[src/rtl/bgc_pkg.sv]
// Summary of operation
// - Power response select, bits 22:20, is hardwired to 000b (slot power limit ignored).
// - Codes 001 power out, 010 clock stop, 011 both, 100 UR except config, 101-111 reserved.
// - Fields of bits 22:12 return to default only on the fundamental reset, never on others.
// - The active-low fundamental reset is asserted while the PCIe or global reset pin is low.
// - Burst read fetch limit bit 19 at 0 (default) fetches to line end, at 1 one doubleword.
// - While the fetch limit bit and cache line check enable are both set the quad fetch enable has no effect on reads.
// - The fetch limit bit acts only while cache line check enable is set, else it is ignored.
// - Standby exit latency, bits 18:16, drives device capabilities bits 8:6 at offset 94h.
// - Standby latency codes: 000 below 64 ns (default), doubling per code, up to 111.
// - Low-power exit latency, bits 15:13, drives device capabilities bits 11:9 at offset 94h.
// - Low-power latency codes: 000 below 1 us (default), doubling per code, 111 above 64 us.
// - Capability enable bit 12 reads constant 0, so the next offset at 102h reads 000h.
// - Its enabled encoding would link the next offset to 150h, which never happens.
`default_nettype none

package bgc_pkg;

    // field positions inside the general control word
    localparam int GC_PWR_MSB     = 22;
    localparam int GC_PWR_LSB     = 20;
    localparam int GC_FETCH_BIT   = 19;
    localparam int GC_STBY_MSB    = 18;
    localparam int GC_STBY_LSB    = 16;
    localparam int GC_LPWR_MSB    = 15;
    localparam int GC_LPWR_LSB    = 13;
    localparam int GC_VCAP_BIT    = 12;

    // byte lanes that carry the writable fields
    localparam int GC_BYTE_HI     = 2;
    localparam int GC_BYTE_LO     = 1;

    // reset and fixed values
    localparam logic [2:0] STBY_RST  = 3'h0;
    localparam logic [2:0] LPWR_RST  = 3'h0;
    localparam logic       FETCH_RST = 1'b0;
    localparam logic       VCAP_VAL  = 1'b0;

    // mirrored destinations
    localparam logic [11:0] DEVCAP_OFFSET   = 12'h094;
    localparam int          DEVCAP_STBY_LSB = 6;
    localparam int          DEVCAP_LPWR_LSB = 9;
    localparam logic [11:0] AER_CAP_OFFSET  = 12'h102;
    localparam logic [11:0] NEXT_OFF_NONE   = 12'h000;
    localparam logic [11:0] NEXT_OFF_VC     = 12'h150;

    // latency bin floors: standby in ns, low-power in us
    localparam int STBY_BIN0_NS = 64;
    localparam int LPWR_BIN0_US = 1;
    localparam int LPWR_TOP_US  = 64;

    // reset pin filter depth
    localparam int SYNC_STAGES = 3;

    typedef enum logic [2:0] {
        PWR_IGNORE   = 3'b000,
        PWR_ASSERT   = 3'b001,
        PWR_CLK_STOP = 3'b010,
        PWR_BOTH     = 3'b011,
        PWR_UR_ALL   = 3'b100
    } bgc_pwr_resp_t;

endpackage : bgc_pkg

`default_nettype wire

[src/rtl/bgc_fetch_if.sv]
`default_nettype none

interface bgc_fetch_if;
    logic limit;
    logic quad_req;
    logic line_check_en;
    logic fetch_single;
    logic fetch_line;
    logic quad_eff;

    modport regs (
        output limit,
        output quad_req,
        output line_check_en,
        input  fetch_single,
        input  fetch_line,
        input  quad_eff
    );

    modport policy (
        input  limit,
        input  quad_req,
        input  line_check_en,
        output fetch_single,
        output fetch_line,
        output quad_eff
    );
endinterface : bgc_fetch_if

`default_nettype wire

[src/rtl/bgc_fetch_policy.sv]
`default_nettype none

module bgc_fetch_policy
    import bgc_pkg::*;
(
    // clock and reset
    input wire logic     clk_sys,
    input wire logic     srst,
    // fetch control
    bgc_fetch_if.policy  fi
);

    logic limit_active;

    // the limit bit only counts while cache line checking is on
    assign limit_active = fi.line_check_en & fi.limit;

    // registered so the read engine sees a clean level per cycle
    always_ff @(posedge clk_sys) begin
        if (srst) begin
            fi.fetch_single <= 1'b0;
            fi.fetch_line   <= 1'b1;
            fi.quad_eff     <= 1'b0;
        end else begin
            fi.fetch_single <= limit_active;
            fi.fetch_line   <= ~limit_active;
            fi.quad_eff     <= fi.quad_req & ~limit_active;
        end
    end

endmodule : bgc_fetch_policy

`default_nettype wire

[src/rtl/bgc_gen_ctrl.sv]
`default_nettype none

module bgc_gen_ctrl
    import bgc_pkg::*;
(
    // clock and reset
    input  wire logic        clk_sys,
    input  wire logic        srst,
    // reset pins, asynchronous to clk_sys
    input  wire logic        pcie_reset_n,
    input  wire logic        global_reset_n,
    // configuration access to the general control word
    input  wire logic        cfg_wr_en,
    input  wire logic [3:0]  cfg_wr_be,
    input  wire logic [31:0] cfg_wr_data,
    output logic      [31:0] cfg_rd_data,
    // transaction layer control bits
    input  wire logic        cache_line_check_en,
    input  wire logic        quad_fetch_enable,
    // reset and capability outputs
    output logic             fundamental_reset_n,
    output logic      [2:0]  cap_standby_exit_latency,
    output logic      [2:0]  cap_lowpower_exit_latency,
    output logic      [11:0] aer_next_offset,
    // power response outputs
    output logic             power_exceeded_output,
    output logic             secondary_clk_stop,
    output logic             unsupported_req_all,
    // burst read fetch policy
    output logic             burst_fetch_single_dword,
    output logic             burst_fetch_to_line,
    output logic             quad_fetch_active
);

    // decode of a power response code into {ur_all, clk_stop, assert_out}
    function automatic logic [2:0] pwr_decode(input bgc_pwr_resp_t code);
        logic [2:0] r;
        r = 3'h0;
        case (code)
            PWR_ASSERT:   r = 3'b001;
            PWR_CLK_STOP: r = 3'b010;
            PWR_BOTH:     r = 3'b011;
            PWR_UR_ALL:   r = 3'b100;
            default:      r = 3'h0; // ignore and reserved codes do nothing
        endcase
        return r;
    endfunction : pwr_decode

    logic [SYNC_STAGES-1:0] pcie_sync_q;
    logic [SYNC_STAGES-1:0] glb_sync_q;
    logic                   pcie_filt_q;
    logic                   glb_filt_q;
    logic                   fundamental_reset_n_n_q;
    bgc_pwr_resp_t          pwr_resp_q;
    logic                   fetch_limit_q;
    logic [2:0]             stby_lat_q;
    logic [2:0]             lpwr_lat_q;
    logic [2:0]             pwr_act_q;
    logic                   field_rst;
    logic [2:0]             wr_stby;
    logic [2:0]             wr_lpwr;
    logic                   wr_hi;
    logic                   wr_lo;

    bgc_fetch_if fetch_bus ();

    // reset pins through three flops; sampled low during srst
    always_ff @(posedge clk_sys) begin
        if (srst) begin
            pcie_sync_q <= '0;
            glb_sync_q  <= '0;
        end else begin
            pcie_sync_q <= {pcie_sync_q[SYNC_STAGES-2:0], pcie_reset_n};
            glb_sync_q  <= {glb_sync_q[SYNC_STAGES-2:0], global_reset_n};
        end
    end

    // a level counts only when the last two stages agree
    always_ff @(posedge clk_sys) begin
        if (srst) begin
            pcie_filt_q <= 1'b0;
            glb_filt_q  <= 1'b0;
        end else begin
            if (pcie_sync_q[1] == pcie_sync_q[2]) begin
                pcie_filt_q <= pcie_sync_q[2];
            end
            if (glb_sync_q[1] == glb_sync_q[2]) begin
                glb_filt_q <= glb_sync_q[2];
            end
        end
    end

    // fundamental reset low while either pin is low
    always_ff @(posedge clk_sys) begin
        if (srst) begin
            fundamental_reset_n_n_q <= 1'b0;
        end else begin
            fundamental_reset_n_n_q <= pcie_filt_q & glb_filt_q;
        end
    end

    // power-on srst also counts as a fundamental reset
    assign field_rst = srst | ~fundamental_reset_n_n_q;
    assign wr_hi     = cfg_wr_en & cfg_wr_be[GC_BYTE_HI];
    assign wr_lo     = cfg_wr_en & cfg_wr_be[GC_BYTE_LO];
    assign wr_stby   = cfg_wr_data[GC_STBY_MSB:GC_STBY_LSB];
    assign wr_lpwr   = cfg_wr_data[GC_LPWR_MSB:GC_LPWR_LSB];

    // power response select never takes write data; slot power limit unsupported
    always_ff @(posedge clk_sys) begin
        if (field_rst) begin
            pwr_resp_q <= PWR_IGNORE;
        end else begin
            pwr_resp_q <= PWR_IGNORE;
        end
    end

    // writable fields, cleared only by the fundamental reset
    always_ff @(posedge clk_sys) begin
        if (field_rst) begin
            fetch_limit_q <= FETCH_RST;
            stby_lat_q    <= STBY_RST;
        end else if (wr_hi) begin
            fetch_limit_q <= cfg_wr_data[GC_FETCH_BIT];
            stby_lat_q    <= wr_stby;
        end
    end

    // bit 12 of this lane is read-only, so only the latency bits load
    always_ff @(posedge clk_sys) begin
        if (field_rst) begin
            lpwr_lat_q <= LPWR_RST;
        end else if (wr_lo) begin
            lpwr_lat_q <= wr_lpwr;
        end
    end

    // power response actions, all quiet while the code is fixed at ignore
    always_ff @(posedge clk_sys) begin
        if (field_rst) begin
            pwr_act_q <= 3'h0;
        end else begin
            pwr_act_q <= pwr_decode(pwr_resp_q);
        end
    end

    assign power_exceeded_output = pwr_act_q[0];
    assign secondary_clk_stop    = pwr_act_q[1];
    assign unsupported_req_all   = pwr_act_q[2];

    // mirrors into the device capabilities word
    assign cap_standby_exit_latency  = stby_lat_q;
    assign cap_lowpower_exit_latency = lpwr_lat_q;

    // capability enable is constant 0, so the chain ends at the error capability
    assign aer_next_offset = VCAP_VAL ? NEXT_OFF_VC : NEXT_OFF_NONE;

    // read view: only bits 22:12 belong here, others read zero
    always_comb begin
        cfg_rd_data                            = 32'h0000_0000;
        cfg_rd_data[GC_PWR_MSB:GC_PWR_LSB]     = pwr_resp_q;
        cfg_rd_data[GC_FETCH_BIT]              = fetch_limit_q;
        cfg_rd_data[GC_STBY_MSB:GC_STBY_LSB]   = stby_lat_q;
        cfg_rd_data[GC_LPWR_MSB:GC_LPWR_LSB]   = lpwr_lat_q;
        cfg_rd_data[GC_VCAP_BIT]               = VCAP_VAL;
    end

    assign fundamental_reset_n     = fundamental_reset_n_n_q;
    assign fetch_bus.limit         = fetch_limit_q;
    assign fetch_bus.quad_req      = quad_fetch_enable;
    assign fetch_bus.line_check_en = cache_line_check_en;

    // fetch decode kept apart so the read engine owner can reuse it
    bgc_fetch_policy u_fetch (
        .clk_sys (clk_sys),
        .srst    (srst),
        .fi      (fetch_bus.policy)
    );

    assign burst_fetch_single_dword = fetch_bus.fetch_single;
    assign burst_fetch_to_line      = fetch_bus.fetch_line;
    assign quad_fetch_active        = fetch_bus.quad_eff;
endmodule : bgc_gen_ctrl

`default_nettype wire

[config.mk]
export PLATFORM = sky130hd
export DESIGN_NAME = bgc_gen_ctrl
export DESIGN_NICKNAME = d
export VERILOG_FILES = /design/src/rtl/bgc_pkg.sv /design/src/rtl/bgc_fetch_if.sv /design/src/rtl/bgc_fetch_policy.sv /design/src/rtl/bgc_gen_ctrl.sv
export SDC_FILE = /design/constraint.sdc
export NUM_CORES = 1
export LEC_CHECK = 0
export ABC_AREA = 0
export ABC_CLOCK_PERIOD_IN_PS = 800
export BUFFER_PORTS_ARGS = -buffer_cell sky130_fd_sc_hd__buf_2
export CAP_MARGIN = 10
export CORE_MARGIN = 2
export CORE_UTILIZATION = 32
export DETAILED_ROUTE_END_ITERATION = 10
export PLACE_DENSITY = 0.79
export SLEW_MARGIN = 20
export SYNTH_ARGS = -nofsm -noshare
export SYNTH_HDL_FRONTEND = slang
export SYNTH_SLANG_ARGS = --single-unit
[constraint.sdc]
create_clock -name clk_sys -period 0.8 [get_ports clk_sys]
set_input_delay 0.16 -clock clk_sys [delete_from_list [all_inputs] [get_ports clk_sys]]
set_output_delay 0.16 -clock clk_sys [all_outputs]
set_load 0.01 [all_outputs]
==> run_summary.xml <==
<?xml version="1.0" encoding="UTF-8"?>
<metrics>
  <group name="finish">
    <metric name="regArea" unit="sq um">398</metric>
    <metric name="synthToLayoutAreaGrowth" unit="%">15.4</metric>
    <metric name="postLayoutCellArea" unit="sq um">1150</metric>
    <metric name="layout-drive-gt1-share" unit="">0.419</metric>
    <metric name="multiInputGateArea" unit="sq um">420</metric>
    <metric name="antenna-diode-count" unit="">0</metric>
    <metric name="nFillCells" unit="">315</metric>
    <metric name="postLayoutCoreUtil" unit="">0.384</metric>
    <metric name="final_std_cells_w_o_fill" unit="">169</metric>
    <metric name="num-nets-final" unit="">180</metric>
  </group>
  <group name="power_and_ir_drop">
    <metric name="power_density" unit="nW/um^2">1390</metric>
    <metric name="power.total" unit="mW">1.60</metric>
    <metric name="power.ir.vdd_worst" unit="uV">761</metric>
    <metric name="cellLeakagePower" unit="nW">0.537</metric>
  </group>
  <group name="global_routing">
    <metric name="first_global_vias" unit="">422</metric>
    <metric name="grt_first_pass_wirelength" unit="um">1820</metric>
    <metric name="global_route.overflow_total" unit="">0</metric>
    <metric name="antenna_violations_before_repair" unit="">0</metric>
    <metric name="largest_net_degree_at_the_start_of_global_routing" unit="">15</metric>
    <metric name="grt_util_all_layers" unit="">0.0705</metric>
  </group>
  <group name="floorplan">
    <metric name="placement_rows" unit="">20</metric>
    <metric name="effective_utilization_at_floorplan" unit="">0.333</metric>
    <metric name="core" unit="sq um">3000</metric>
    <metric name="die_area" unit="sq um">3590</metric>
    <metric name="chipHeight" unit="um">59.9</metric>
    <metric name="design.portCount" unit="">100</metric>
    <metric name="dieWidth" unit="um">59.9</metric>
  </group>
  <group name="drt">
    <metric name="postRouteWirelength" unit="um">1460</metric>
    <metric name="drt_pass1_iterations" unit="">6</metric>
    <metric name="detail_route.wl_per_cell" unit="um">8.64</metric>
    <metric name="drtIter0Drc" unit="">10</metric>
    <metric name="num_vias" unit="">653</metric>
    <metric name="detail-route-antenna-nets" unit="">0</metric>
    <metric name="drc" unit="">0</metric>
    <metric name="vias_per_cell" unit="">3.86</metric>
  </group>
  <group name="setup_path">
    <metric name="timing_worst_setup_path_type" unit="">reg -&gt; out</metric>
    <metric name="cp.required" unit="ns">0.64</metric>
    <metric name="timing.critical_path.slowest_cell_delay" unit="ns">0.37</metric>
    <metric name="crit_path_end_kind" unit="">output pin</metric>
    <metric name="worstPathBufferInverterCount" unit="">1</metric>
    <metric name="critPathArrivalTime" unit="ns">0.77</metric>
    <metric name="crit_path_start_kind" unit="">register</metric>
    <metric name="path_cells" unit="">buf_6</metric>
    <metric name="crit_fanout" unit="">3</metric>
    <metric name="critical_path.top_delay_family" unit="">flip-flops</metric>
    <metric name="cpMaxStageDelayCell" unit="">dfxtp_4</metric>
  </group>
  <group name="synthesis">
    <metric name="ys_dominant_reg_cell" unit="">dfxtp_1</metric>
    <metric name="netlist_top_cells_area" unit="">dfxtp_1 (38%), buf_4 (35%), a21oi_1 (4.5%)</metric>
    <metric name="synthesis.area_per_instance" unit="sq um">9.09</metric>
    <metric name="postSynthRegisterBits" unit="">19</metric>
    <metric name="synth_cell_types" unit="">16</metric>
    <metric name="synth_top_area_frac" unit="">0.380</metric>
    <metric name="synth.cell_area" unit="sq um">1000</metric>
    <metric name="ys_top_cells_by_count" unit="">buf_4 (47), dfxtp_1 (19), a21oi_1 (9)</metric>
    <metric name="synth_most_common_cell" unit="">buf_4</metric>
    <metric name="synthCells" unit="">110</metric>
    <metric name="yosysWarningCount" unit="">0</metric>
    <metric name="synth_enable_flop_cells" unit="">0</metric>
    <metric name="synthArstFlopShare" unit="">0</metric>
    <metric name="yosysSeqAreaShare" unit="">0.380</metric>
    <metric name="synthDominantAreaCellType" unit="">dfxtp_1</metric>
  </group>
  <group name="status">
    <metric name="violations_in_the_final_reports" unit="">negative setup slack</metric>
    <metric name="outcome" unit="">finished, violations left</metric>
  </group>
  <group name="sta">
    <metric name="final.period_utilization" unit="">1.17</metric>
    <metric name="final_hold_violating_endpoints" unit="">0</metric>
    <metric name="finalHoldWorstSlack" unit="ns">0.0734</metric>
    <metric name="finalClockSkew" unit="ns">0.00196</metric>
    <metric name="setup_viol" unit="">18</metric>
    <metric name="finalWorstSetupSlack" unit="ns">-0.132</metric>
    <metric name="finalCriticalPeriod" unit="ns">0.932</metric>
    <metric name="slew_viol_final" unit="">0</metric>
    <metric name="fmax" unit="MHz">1070</metric>
    <metric name="rsz0062_at_grt" unit="">yes</metric>
  </group>
  <group name="clocking">
    <metric name="max-clock-path-buffers" unit="">2</metric>
    <metric name="cts_made_buffers" unit="">3</metric>
    <metric name="clkLatencyLatePin" unit="ns">0.29</metric>
    <metric name="cts_tree" unit="">done</metric>
    <metric name="clkSinkCount" unit="">19</metric>
    <metric name="post_cts_setup_repair_bufs" unit="">0</metric>
    <metric name="cts-root-buf" unit="">clkbuf_4</metric>
    <metric name="clkTransAtPathRegs" unit="ns">0.10</metric>
    <metric name="clock_tree.htree_level_count" unit="">1</metric>
  </group>
  <group name="job">
    <metric name="drv.max_cap_violation_count" unit="">0</metric>
  </group>
  <group name="min_path">
    <metric name="hold_path.class" unit="">in -&gt; reg</metric>
  </group>
  <group name="place">
    <metric name="post-dp-hpwl" unit="um">1030</metric>
    <metric name="port_buffers" unit="">32</metric>
    <metric name="dp.cells" unit="">165</metric>
    <metric name="dpl_cell_area" unit="sq um">981</metric>
    <metric name="finalWeightedCongestion" unit="">0.565</metric>
  </group>
</metrics>
-- worst paths after layout --
check	startpoint	endpoint	slack [ns]	cells after the start
worst max-delay path	cap_standby_exit_latency[0]$_SDFFE_PP0P_	cfg_rd_data[16]	-0.13	1
worst min-delay path	global_reset_n	glb_sync_q[0]$_SDFF_PP0_	0.07	2
worst max register to register	cap_lowpower_exit_latency[1]$_SDFFE_PP0P_	cap_lowpower_exit_latency[1]$_SDFFE_PP0P_	0	2
worst min register to register	glb_filt_q$_SDFFE_PP0N_	fundamental_reset_n$_SDFF_PP0_	0.44	2
-- cells in the final DEF, fill, tap and decap left out, types with 2 or more instances in the layout --
cell / count
dfxtp_1: 9
dfxtp_2: 8
conb_1: 40
a21bo_1: 3
dfxtp_4: 2
o21ai_0: 2
nor2b_1: 6
buf_2: 16
nand3_1: 7
clkbuf_4: 3
buf_6: 16
a21bo_2: 3
a21oi_1: 5
a21oi_2: 4
nand2_1: 3
nor2_1: 2
-- metal layers --
metal | vias up | part of all wire | GRT usage
li1 | 319 | - | -
met1 | 291 | 0.37 | 0.0794
met2 | 41 | 0.51 | 0.104
met3 | 2 | 0.12 | 0.0411
met4 | 0 | 0.0055 | 0.0381
met5 | - | 0 | 0
-- cells by family after synthesis --
group / synth area share
AOI/OAI and AO/OA: 0.125
buffers and inverters: 0.374
DFF: 0.380
other: 0.00375
and+or+nand+nor: 0.116
-- report_power, final --
group / switching, mW / internal (mW)
Combinational: 0.132 / 0.0479
Sequential: 0.00518 / 0.953
Clock: 0.268 / 0.194
Total: 0.406 / 1.20
-- layout make-up --
| cell class | instances | area share |
|---|---|---|
| Timing Repair Buffer | 33 | 0.232 |
| Sequential cell | 19 | 0.345 |
| Tap cell | 33 | 0.0358 |
| Multi-Input combinational cell | 80 | 0.364 |
| Clock buffer | 4 | 0.0228 |
-- repair_timing --
item,4_1_cts,5_1_grt
pin swaps,0,2
setup endpoints to repair,18,25
gates resized for setup,15,21
hold buffers,0,0
-- worst reg2reg max path, stage by stage, from the launching register on --
cell     delay [ns]
dfxtp_2        0.36
a21bo_1        0.21
a21oi_1        0.16
-- stage by stage --
step	TNS, ns	setup slack (ns)
floorplan	0	0.0283
global placement	-0.259	-0.0455
detailed placement	-0.327	-0.0511
CTS	-2.07	-0.140
global route	-2.72	-0.177
finish	-1.91	-0.132
-- sequential cells by signal (all words and copies together), names as in the netlist, 3 cells and up --
signal / cells
cap_lowpower_exit_latency: 3
cap_standby_exit_latency: 3
glb_sync_q: 3
pcie_sync_q: 3
Power figures use the tool's default switching activity.
